## src/wod_pkg.sv

```systemverilog
// Constants for the wake-up and orientation event block.
// Register offsets, config bit positions, resets and threshold tables.
package wod_pkg;

  // Register offsets (byte addresses on the 8-bit register port)
  localparam logic [7:0] A_FUNC_EN  = 8'h00;
  localparam logic [7:0] A_TAP_CONFIG0_REG = 8'h01;
  localparam logic [7:0] A_CONTROL9_REG    = 8'h02;
  localparam logic [7:0] A_WU_THS   = 8'h03;
  localparam logic [7:0] A_WU_DUR   = 8'h04;
  localparam logic [7:0] A_INACT    = 8'h05;
  localparam logic [7:0] A_OR_THS   = 8'h06;
  localparam logic [7:0] A_ROUTE1   = 8'h07;
  localparam logic [7:0] A_ROUTE2   = 8'h08;
  localparam logic [7:0] A_X_OFS    = 8'h09;
  localparam logic [7:0] A_Y_OFS    = 8'h0A;
  localparam logic [7:0] A_Z_OFS    = 8'h0B;
  localparam logic [7:0] A_WU_SRC   = 8'h0C;
  localparam logic [7:0] A_OR_SRC   = 8'h0D;
  localparam logic [7:0] A_ALL_SRC  = 8'h0E;

  localparam logic [7:0] REG_RESET  = 8'h00;

  // Bit positions
  localparam int B_INT_EN    = 7;  // functions enable
  localparam int B_LIR       = 0;  // tap_config0_reg
  localparam int B_FPS       = 4;
  localparam int B_SET_MASK  = 5;
  localparam int B_LP6D      = 6;
  localparam int B_FAST_SET  = 5;  // control9_reg
  localparam int B_OFS_ON_WU = 6;  // wakeup_threshold_reg
  localparam int B_THS_HI    = 5;
  localparam int B_DUR_HI    = 6;  // wakeup_duration_reg
  localparam int B_DUR_LO    = 5;
  localparam int B_RES_HI    = 6;  // inactivity_duration_reg
  localparam int B_RES_LO    = 4;
  localparam int B_OTH_HI    = 6;  // orientation_threshold_reg
  localparam int B_OTH_LO    = 5;
  localparam int B_FOUR_EN   = 7;
  localparam int B_RT_WU     = 5;  // pin route registers
  localparam int B_RT_OR     = 2;

  // Position offset weight, as a left shift of the 8-bit offset
  localparam int OFS_SHIFT = 3;

  // Wake-up threshold weight per LSB, in data LSBs of 0.5 mg
  localparam logic [7:0] WU_WEIGHT_0 = 8'h0B;
  localparam logic [7:0] WU_WEIGHT_1 = 8'h1F;
  localparam logic [7:0] WU_WEIGHT_2 = 8'h3E;
  localparam logic [7:0] WU_WEIGHT_3 = 8'h7D;  // 62.5 mg
  localparam logic [7:0] WU_WEIGHT_4 = 8'hFA;
  localparam logic [7:0] WU_WEIGHT_X = 8'hFA;

  // Orientation thresholds in data LSBs, independent of full scale
  localparam logic [15:0] OR_THS_0 = 16'h0700;
  localparam logic [15:0] OR_THS_1 = 16'h0600;
  localparam logic [15:0] OR_THS_2 = 16'h03E8;  // 60 degrees
  localparam logic [15:0] OR_THS_3 = 16'h02B0;

  localparam logic [1:0] DUR_MAX = 2'h3;

  function automatic logic [7:0] wu_weight(input logic [2:0] sel);
    case (sel)
      3'h0: wu_weight = WU_WEIGHT_0;
      3'h1: wu_weight = WU_WEIGHT_1;
      3'h2: wu_weight = WU_WEIGHT_2;
      3'h3: wu_weight = WU_WEIGHT_3;
      3'h4: wu_weight = WU_WEIGHT_4;
      default: wu_weight = WU_WEIGHT_X;
    endcase
  endfunction : wu_weight

  function automatic logic [15:0] or_ths(input logic [1:0] sel);
    case (sel)
      2'h0: or_ths = OR_THS_0;
      2'h1: or_ths = OR_THS_1;
      2'h2: or_ths = OR_THS_2;
      default: or_ths = OR_THS_3;
    endcase
  endfunction : or_ths

endpackage : wod_pkg

```

## src/wod_detect.sv

```systemverilog
// Wake-up and six/four orientation event detection with two interrupt pins.
// Assumes filtered axis data, sample strobe and settling flag on CLK_SYS_IN.
//
// Strobed register access and the register offsets were chosen for this implementation.
`timescale 1ns/1ns
`default_nettype none

// How it works
// - Wake-up uses slope filter when path select is 0, high-pass when 1.
// - Path select and offset bit both set: low-pass data minus position offsets.
// - Sample counts only when magnitude is strictly above the threshold.
// - Threshold is six unsigned bits weighted by a three-bit resolution select.
// - Resolution code 011 weighs the threshold at 62.5 mg per LSB.
// - Event after duration-many extra consecutive exceeding samples; zero fires each one.
// - Pins show wake-up only with interrupts enabled and pin routing set.
// - Per-axis wake-up flags hold their trigger values while latched.
// - Unlatched wake-up drops as soon as data falls below threshold.
// - Latched routed wake-up stays until a source register read.
// - Latching applies only to functions routed to some pin.
// - First slope sample uses zero as previous; spurious event lasts one sample.
// - Fast settle plus mask suppresses all triggers while filters settle.
// - Orientation fires on change between orientations, not while one persists.
// - Orientation needs two samples with exactly one axis above threshold.
// - Each axis has high flag when positive, low flag when negative.
// - Two-bit orientation threshold select, code 10 is 60 degrees, any scale.
// - Orientation low-pass select feeds orientation from the second low-pass.
// - Unlatched orientation event lasts exactly one sample period.
// - Latched orientation clears on source read and rearms for another orientation.
// - Position flags always show current state regardless of latching.
// - Four-orientation enable drops Z axis position detection.
// - Each pin is the OR of all sources routed to it.
module wod_detect
  import wod_pkg::*;
#(
  parameter int DW = 16
) (
  input  wire logic                 CLK_SYS_IN,
  input  wire logic                 NRST_IN,
  input  wire logic                 CE_IN,
  input  wire logic [7:0]           ADDR_IN,
  input  wire logic [7:0]           WDATA_IN,
  input  wire logic                 WR_IN,
  input  wire logic                 RD_IN,
  output logic      [7:0]           RDATA_OUT,
  input  wire logic                 SAMPLE_STB_IN,
  input  wire logic                 SETTLING_IN,
  input  wire logic signed [DW-1:0] ACC_X_IN,
  input  wire logic signed [DW-1:0] ACC_Y_IN,
  input  wire logic signed [DW-1:0] ACC_Z_IN,
  input  wire logic signed [DW-1:0] HPF_X_IN,
  input  wire logic signed [DW-1:0] HPF_Y_IN,
  input  wire logic signed [DW-1:0] HPF_Z_IN,
  input  wire logic signed [DW-1:0] SECOND_LOWPASS_FILTER_X_IN,
  input  wire logic signed [DW-1:0] SECOND_LOWPASS_FILTER_Y_IN,
  input  wire logic signed [DW-1:0] SECOND_LOWPASS_FILTER_Z_IN,
  output logic                      INTERRUPT_PIN_ONE_OUT,
  output logic                      INTERRUPT_PIN_TWO_OUT
);

  localparam int EW = DW + 1;

  logic [7:0] fen_q, tap_q, control9_reg_q, wu_ths_q, wu_dur_q, inact_q, or_ths_q;
  logic [7:0] route1_q, route2_q;
  logic [7:0] ofs_q [3];
  logic [7:0] rdata_q;

  // Register port decode
  wire rd_wu  = RD_IN && (ADDR_IN == A_WU_SRC);
  wire rd_or  = RD_IN && (ADDR_IN == A_OR_SRC);
  wire rd_all = RD_IN && (ADDR_IN == A_ALL_SRC);

  always_ff @(posedge CLK_SYS_IN or negedge NRST_IN) begin
    if (!NRST_IN) begin
      fen_q    <= REG_RESET;
      tap_q    <= REG_RESET;
      control9_reg_q  <= REG_RESET;
      wu_ths_q <= REG_RESET;
      wu_dur_q <= REG_RESET;
      inact_q  <= REG_RESET;
      or_ths_q <= REG_RESET;
      route1_q <= REG_RESET;
      route2_q <= REG_RESET;
      for (int i = 0; i < 3; i++) begin
        ofs_q[i] <= REG_RESET;
      end
    end else if (CE_IN && WR_IN) begin
      case (ADDR_IN)
        A_FUNC_EN:  fen_q    <= WDATA_IN;
        A_TAP_CONFIG0_REG: tap_q    <= WDATA_IN;
        A_CONTROL9_REG:    control9_reg_q  <= WDATA_IN;
        A_WU_THS:   wu_ths_q <= WDATA_IN;
        A_WU_DUR:   wu_dur_q <= WDATA_IN;
        A_INACT:    inact_q  <= WDATA_IN;
        A_OR_THS:   or_ths_q <= WDATA_IN;
        A_ROUTE1:   route1_q <= WDATA_IN;
        A_ROUTE2:   route2_q <= WDATA_IN;
        A_X_OFS:    ofs_q[0] <= WDATA_IN;
        A_Y_OFS:    ofs_q[1] <= WDATA_IN;
        A_Z_OFS:    ofs_q[2] <= WDATA_IN;
        default: ;
      endcase
    end
  end

  // Configuration fields
  wire       int_en   = fen_q[B_INT_EN];
  wire       latch_irq_mode      = tap_q[B_LIR];
  wire       fps      = tap_q[B_FPS];
  wire       lp6d     = tap_q[B_LP6D];
  wire       ofs_on   = wu_ths_q[B_OFS_ON_WU];
  wire [1:0] wu_dur   = wu_dur_q[B_DUR_HI:B_DUR_LO];
  wire       four_en  = or_ths_q[B_FOUR_EN];
  wire       stb      = CE_IN && SAMPLE_STB_IN;
  wire       settle_m = control9_reg_q[B_FAST_SET] && tap_q[B_SET_MASK] && SETTLING_IN;

  wire [13:0] wu_thr_raw = wu_ths_q[B_THS_HI:0] * wu_weight(inact_q[B_RES_HI:B_RES_LO]);
  wire [EW-1:0] wu_thr   = EW'(wu_thr_raw);
  wire [EW-1:0] or_thr   = EW'(or_ths(or_ths_q[B_OTH_HI:B_OTH_LO]));

  logic signed [DW-1:0] acc [3];
  logic signed [DW-1:0] hpf [3];
  logic signed [DW-1:0] lp2 [3];
  assign acc = '{ACC_X_IN, ACC_Y_IN, ACC_Z_IN};
  assign hpf = '{HPF_X_IN, HPF_Y_IN, HPF_Z_IN};
  assign lp2 = '{SECOND_LOWPASS_FILTER_X_IN, SECOND_LOWPASS_FILTER_Y_IN, SECOND_LOWPASS_FILTER_Z_IN};

  wire [2:0] over, hi, lo;

  genvar a;
  generate
    for (a = 0; a < 3; a++) begin : g_axis
      logic signed [DW-1:0] prev_q;
      wire signed [EW-1:0] diff  = EW'(acc[a]) - EW'(prev_q);
      wire signed [EW-1:0] slope = diff >>> 1;
      wire signed [EW-1:0] ofs   = EW'($signed(ofs_q[a])) <<< OFS_SHIFT;
      wire signed [EW-1:0] wd    = !fps ? slope :
                                   ofs_on ? EW'(acc[a]) - ofs :
                                   EW'(hpf[a]);
      wire [EW-1:0] wmag = wd[EW-1] ? EW'(-wd) : EW'(wd);
      wire signed [EW-1:0] od   = EW'(lp6d ? lp2[a] : acc[a]);
      wire [EW-1:0] omag = od[EW-1] ? EW'(-od) : EW'(od);
      assign over[a] = wmag > wu_thr;
      assign hi[a]   = !od[EW-1] && (omag > or_thr);
      assign lo[a]   = od[EW-1] && (omag > or_thr);

      // Previous sample is zero on the first sample after enabling
      always_ff @(posedge CLK_SYS_IN or negedge NRST_IN) begin
        if (!NRST_IN) begin
          prev_q <= '0;
        end else if (CE_IN && !int_en) begin
          prev_q <= '0;
        end else if (stb) begin
          prev_q <= acc[a];
        end
      end
    end
  endgenerate

  // Wake-up
  logic [1:0] dur_cnt_q;
  logic       wu_live_q, wu_lat_q;
  logic [2:0] wu_ax_live_q, wu_ax_lat_q;

  wire wu_route  = route1_q[B_RT_WU] || route2_q[B_RT_WU];
  wire wu_latch  = latch_irq_mode && wu_route;
  wire over_any  = int_en && !settle_m && (|over);
  wire wu_now    = over_any && (dur_cnt_q >= wu_dur);
  wire wu_set    = stb && wu_now;
  wire wu_clr    = CE_IN && (rd_wu || rd_all);
  wire wu_flag   = wu_latch ? wu_lat_q : wu_live_q;
  wire [2:0] wu_axes = wu_latch ? wu_ax_lat_q : wu_ax_live_q;

  always_ff @(posedge CLK_SYS_IN or negedge NRST_IN) begin
    if (!NRST_IN) begin
      dur_cnt_q    <= '0;
      wu_live_q    <= 1'b0;
      wu_ax_live_q <= '0;
    end else if (stb) begin
      dur_cnt_q    <= !over_any ? 2'h0 :
                      (dur_cnt_q == DUR_MAX) ? DUR_MAX : dur_cnt_q + 2'h1;
      wu_live_q    <= wu_now;
      wu_ax_live_q <= over & {3{wu_now}};
    end
  end

  // Set wins over a clearing read in the same cycle
  always_ff @(posedge CLK_SYS_IN or negedge NRST_IN) begin
    if (!NRST_IN) begin
      wu_lat_q    <= 1'b0;
      wu_ax_lat_q <= '0;
    end else if (CE_IN) begin
      wu_lat_q <= wu_latch && (wu_set || (wu_lat_q && !wu_clr));
      if (!wu_latch) begin
        wu_ax_lat_q <= '0;
      end else if (wu_set && (!wu_lat_q || wu_clr)) begin
        wu_ax_lat_q <= over;
      end else if (wu_clr) begin
        wu_ax_lat_q <= '0;
      end
    end
  end

  // Orientation
  logic [5:0] cand_prev_q, last_q, pos_q;
  logic       or_live_q, or_lat_q;

  wire [2:0] use_ax = {!four_en, 2'b11};
  wire [2:0] hi_m   = hi & use_ax;
  wire [2:0] lo_m   = lo & use_ax;
  wire [2:0] ax_hit = hi_m | lo_m;
  wire       one_ax = (ax_hit == 3'b001) || (ax_hit == 3'b010) || (ax_hit == 3'b100);
  wire [5:0] cand   = {hi_m[2], lo_m[2], hi_m[1], lo_m[1], hi_m[0], lo_m[0]};
  wire       or_now = int_en && !settle_m && one_ax && (cand == cand_prev_q)
                      && (cand != last_q);
  wire or_route = route1_q[B_RT_OR] || route2_q[B_RT_OR];
  wire or_latch = latch_irq_mode && or_route;
  wire or_set   = stb && or_now;
  wire or_clr   = CE_IN && (rd_or || rd_all);
  wire or_flag  = or_latch ? or_lat_q : or_live_q;

  always_ff @(posedge CLK_SYS_IN or negedge NRST_IN) begin
    if (!NRST_IN) begin
      cand_prev_q <= '0;
      last_q      <= '0;
      pos_q       <= '0;
      or_live_q   <= 1'b0;
    end else if (stb) begin
      cand_prev_q <= one_ax ? cand : 6'h00;
      pos_q       <= cand;
      or_live_q   <= or_now;
      if (or_now) begin
        last_q <= cand;
      end
    end
  end

  always_ff @(posedge CLK_SYS_IN or negedge NRST_IN) begin
    if (!NRST_IN) begin
      or_lat_q <= 1'b0;
    end else if (CE_IN) begin
      or_lat_q <= or_latch && (or_set || (or_lat_q && !or_clr));
    end
  end

  // Strobes that pass while the unlatched orientation pulse stands
  logic [1:0] or_pulse_stb_q;
  always_ff @(posedge CLK_SYS_IN or negedge NRST_IN) begin
    if (!NRST_IN) begin
      or_pulse_stb_q <= 2'h0;
    end else if (CE_IN) begin
      if (!or_live_q) begin
        or_pulse_stb_q <= 2'h0;
      end else if (stb && !or_pulse_stb_q[1]) begin
        or_pulse_stb_q <= or_pulse_stb_q + 2'h1;
      end
    end
  end

  // Pins and read data
  wire pin1_d = int_en && ((route1_q[B_RT_WU] && wu_flag) ||
                           (route1_q[B_RT_OR] && or_flag));
  wire pin2_d = int_en && ((route2_q[B_RT_WU] && wu_flag) ||
                           (route2_q[B_RT_OR] && or_flag));

  // Source layouts: wake {0,0,0,0,flag,x,y,z}, orient {0,flag,zh,zl,yh,yl,xh,xl}
  wire [7:0] wu_src  = {4'h0, wu_flag, wu_axes[0], wu_axes[1], wu_axes[2]};
  wire [7:0] or_src  = {1'b0, or_flag, pos_q};
  wire [7:0] all_src = {3'h0, or_flag, 2'h0, wu_flag, 1'b0};
  wire [7:0] rd_mux  =
    (ADDR_IN == A_FUNC_EN)  ? fen_q    : (ADDR_IN == A_TAP_CONFIG0_REG) ? tap_q    :
    (ADDR_IN == A_CONTROL9_REG)    ? control9_reg_q  : (ADDR_IN == A_WU_THS)   ? wu_ths_q :
    (ADDR_IN == A_WU_DUR)   ? wu_dur_q : (ADDR_IN == A_INACT)    ? inact_q  :
    (ADDR_IN == A_OR_THS)   ? or_ths_q : (ADDR_IN == A_ROUTE1)   ? route1_q :
    (ADDR_IN == A_ROUTE2)   ? route2_q : (ADDR_IN == A_X_OFS)    ? ofs_q[0] :
    (ADDR_IN == A_Y_OFS)    ? ofs_q[1] : (ADDR_IN == A_Z_OFS)    ? ofs_q[2] :
    rd_wu ? wu_src : rd_or ? or_src : rd_all ? all_src : 8'h00;

  logic pin1_q, pin2_q;
  always_ff @(posedge CLK_SYS_IN or negedge NRST_IN) begin
    if (!NRST_IN) begin
      pin1_q  <= 1'b0;
      pin2_q  <= 1'b0;
      rdata_q <= 8'h00;
    end else if (CE_IN) begin
      pin1_q  <= pin1_d;
      pin2_q  <= pin2_d;
      rdata_q <= RD_IN ? rd_mux : 8'h00;
    end
  end

  assign INTERRUPT_PIN_ONE_OUT = pin1_q;
  assign INTERRUPT_PIN_TWO_OUT = pin2_q;
  assign RDATA_OUT             = rdata_q;
endmodule : wod_detect

`default_nettype wire

```

## config.mk

```make
export PLATFORM = sky130hd
export DESIGN_NAME = wod_detect
export DESIGN_NICKNAME = d
export VERILOG_FILES = /design/src/wod_pkg.sv /design/src/wod_detect.sv
export SDC_FILE = /design/constraint.sdc
export NUM_CORES = 1
export LEC_CHECK = 0
export ABC_AREA = 1
export ABC_CLOCK_PERIOD_IN_PS = 6600
export BUFFER_PORTS_ARGS = -buffer_cell sky130_fd_sc_hd__buf_2
export CORE_ASPECT_RATIO = 0.8
export CORE_MARGIN = 5
export CORE_UTILIZATION = 30
export CTS_CLUSTER_SIZE = 16
export DETAILED_ROUTE_END_ITERATION = 10
export SLEW_MARGIN = 20
export SYNTH_ARGS = -nofsm -noshare
export SYNTH_HDL_FRONTEND = slang
export SYNTH_SLANG_ARGS = --single-unit
```

## constraint.sdc

```tcl
create_clock -name CLK_SYS_IN -period 6.6 [get_ports CLK_SYS_IN]
set_clock_uncertainty 0.05 [all_clocks]
set_input_delay 1.32 -clock CLK_SYS_IN [delete_from_list [all_inputs] [get_ports CLK_SYS_IN]]
set_output_delay 1.32 -clock CLK_SYS_IN [all_outputs]
set_load 0.1 [all_outputs]
```

==> results.toml <==
[placement]
placed_area_sq_um = 21400
place.gp.congestion = 0.935
hpwl_um = 58700
portBuffers = 176
placed_cells = 4023

[sta]
slew_headroom_pct = 45.8
fmaxAchievable_mhz = 164
period_share_pct = 92.5
finalMaxSlewViolations = 0
worstMarginPinSlew_ps = 812
timing.setup.tns_ps = 0
min_period_ps = 6100
setup_violations = 0
hold_violations = 0

[yosys]
ys_top_cells_by_area = "dfrtp_1 (24%), nand2_1 (17%), ha_1 (11%)"
synth_nets = 3417
ys.flop_type = "dfrtp_1"
synth_top_cell_by_area = "dfrtp_1"
ys_top_cells_by_count = "nand2_1 (878), inv_1 (507), nand3_1 (210)"
ys_ff_latch = 184
synth-seq-area-share_pct = 23.6
ys_warn_count = 0
syn_inst = 3045
async_flop_share_pct = 100
synth_cell_type_count = 52
synth_edf_count = 0
syn_area_sq_um = 19500
synth_top_area_share_pct = 23.6
syn_area_per_cell_sq_um = 6.42
yosysMostFrequentCell = "nand2_1"

[pwr]
pwr-share-seq_pct = 35.9
combPwrFrac_pct = 30.2
net-switching-power_mw = 1.22
power.share.clock_pct = 33.9
p_per_area_nw_per_um2 = 148
report.power.total_mw = 3.27
p_sw_share_pct = 37.4
leakage_nw = 11.5
internal-power_mw = 2.04
peakVddDrop_mv = 0.224

[route]
vias = 20300
via_per_inst = 4.99
drc = 0
drt-initial-drc-count = 1999
wl_um = 72400
ant_nets = 0
firstDrtPassIters = 6
wl_per_cell_um = 17.8

[cts]
hold_buffers = 0
cts_root_buf = "clkbuf_16"
clock_latency_ps = 510
cts_buffer_depth = 2
h-tree-depth = 4
cts_sinks = 184
cts_tree = "yes"
cts_buffers = 17
clk_pin_slew_ps = 70

[grt]
antenna_found_initial = 6
grt_usage_pct = 20.1
grt_pass1_vias = 18200
grt_max_degree = 75
grt_overflow_total = 0
grt_pass1_wl_um = 109000

[flow_run]
cap_viol_max_count = 0

[run_status]
outcome = "completed"

[die]
core_area_sq_um = 64400
initial_core_util_pct = 30.3
die-area_sq_um = 70400
row_count = 83
die_h_um = 238
ios = 177
die_w_um = 295

[cells_and_area]
nets = 3566
drive_gt1_share_pct = 9.82
area_growth_pct = 12.8
finish.utilization_pct = 34.2
fin_cells = 4061
nFillCells = 7118
fin_area_sq_um = 22000

[setup_path]
r2r-start = "inact_q[6]$_DFFE_PN0P_"
crit_top_cell = "a21oi_1"
r2r_setup_slack_ps = 500
arrival_ps = 6490
r2r-end = "wu_ax_lat_q[1]$_DFFE_PN0P_"
startpoint_type = "register"
slowest_delay_ps = 540
path_max_fanout = 9
cp-end-kind = "register"
rr_worst_depth = 30
critical-path-slowest-cell = "fa_1"
critical_path_class = "register to register"
worstPathRequired_ps = 6980

[hold_path]
hold_start = "RDATA_OUT[4]$_DFFE_PN0P_"
min_path_cells = 2
holdCritPathClass = "register to register"
hold_path_end = "RDATA_OUT[4]$_DFFE_PN0P_"
## state kept, by name, summed over array words and instances (netlist names), 2 cells and up
| signal | cells |
|---|---|
| g_axis.prev_q | 48 |
| dur_cnt_q | 2 |
| wu_ths_q | 8 |
| last_q | 6 |
| route1_q | 8 |
| or_ths_q | 8 |
| wu_dur_q | 8 |
| tap_q | 8 |
| RDATA_OUT | 8 |
| cand_prev_q | 6 |
| inact_q | 8 |
| wu_ax_live_q | 3 |
| wu_ax_lat_q | 3 |
| fen_q | 8 |
| route2_q | 8 |
| control9_reg_q | 8 |
| g_axis.ofs | 24 |
| pos_q | 6 |
## metal layers
metal | vias to the layer above | routed length [um] | GRT usage (%)
met3 | 57 | 5960 | 3.95
met5 | - | 0 | 0
met1 | 9390 | 35500 | 31.1
met2 | 664 | 29800 | 28.9
li1 | 10100 | - | -
met4 | 0 | 1130 | 4.19
## what timing repair did
action	4_1_cts	5_1_grt
setup endpoints to repair	0	7
setup buffers	0	2
gates resized for setup	0	7
## cells by family (layout without fill, tap and decap cells)
group | count (synthesis) | after routing | share of synthesized area (%)
flip-flops | 184 | 184 | 23.6
adder cells (fa/ha/maj) | 205 | 205 | 14.3
XOR/XNOR | 82 | 82 | 3.68
AND/OR/NAND/NOR | 1428 | 1428 | 30.7
AO/OA/AOI/OAI | 547 | 547 | 15.9
buffers and inverters | 599 | 761 | 11.8
other | 0 | 4 | 0
## final cells by class
type | instances | area [sq um] | area share [%]
flip-flops and latches | 184 | 4610 | 20.9
clock inverters | 13 | 151 | 0.687
repair buffers | 206 | 1110 | 5.06
inverters | 523 | 1960 | 8.91
diodes | 4 | 10.0 | 0.0454
multi-input cells | 2262 | 12700 | 57.5
clock buffers | 19 | 453 | 2.05
well taps | 850 | 1060 | 4.83
## critical path, delay by kind of cell, from the launching register on
kind	cells	cell delay [ps]
xor+xnor	1	250
fa+ha+maj	5	2150
simple gates	11	1390
buf+inv	4	410
compound gates	9	1360
flops	1	420
## through the flow
step                      hold WS [ps]  setup WS, ps
after floorplan                    392           889
after global placement             415           419
after detailed placement           411           273
after CTS                          436           260
after global routing               455         -32.5
final                              432           496
## cells in the final DEF (no fill, tap or decap), types with 51 or more instances in the layout
| master | netlist | final |
|---|---|---|
| a21oi_1 | 163 | 161 |
| ha_1 | 174 | 174 |
| xor2_1 | 57 | 56 |
| dfrtp_1 | 184 | 182 |
| nand3_1 | 210 | 209 |
| nand2_1 | 878 | 878 |
| o22ai_1 | 51 | 51 |
| o21ai_0 | 205 | 203 |
| nor2_1 | 192 | 190 |
| inv_1 | 507 | 506 |
| buf_2 | 10 | 175 |
## power groups by stage
stage	sequential (mW)	combinational [mW]	clock (mW)
final	1.17	0.987	1.11
after global routing	1.17	1.12	1.17
after CTS	1.17	0.974	1.12
after global placement	1.19	0.965	0
after floorplan	1.19	0.649	0
after detailed placement	1.19	0.970	0
## worst max-delay path by stage
stage	from	to	slack [ps]
after detailed placement	inact_q[5]$_DFFE_PN0P_	wu_ax_lat_q[1]$_DFFE_PN0P_	270
after floorplan	inact_q[5]$_DFFE_PN0P_	wu_ax_lat_q[0]$_DFFE_PN0P_	890
after global routing	inact_q[4]$_DFFE_PN0P_	wu_ax_lat_q[0]$_DFFE_PN0P_	-30
after CTS	inact_q[5]$_DFFE_PN0P_	wu_ax_lat_q[1]$_DFFE_PN0P_	260
final	inact_q[6]$_DFFE_PN0P_	wu_ax_lat_q[1]$_DFFE_PN0P_	500
after global placement	inact_q[5]$_DFFE_PN0P_	wu_ax_lat_q[1]$_DFFE_PN0P_	420
Power figures use the tool's default switching activity.
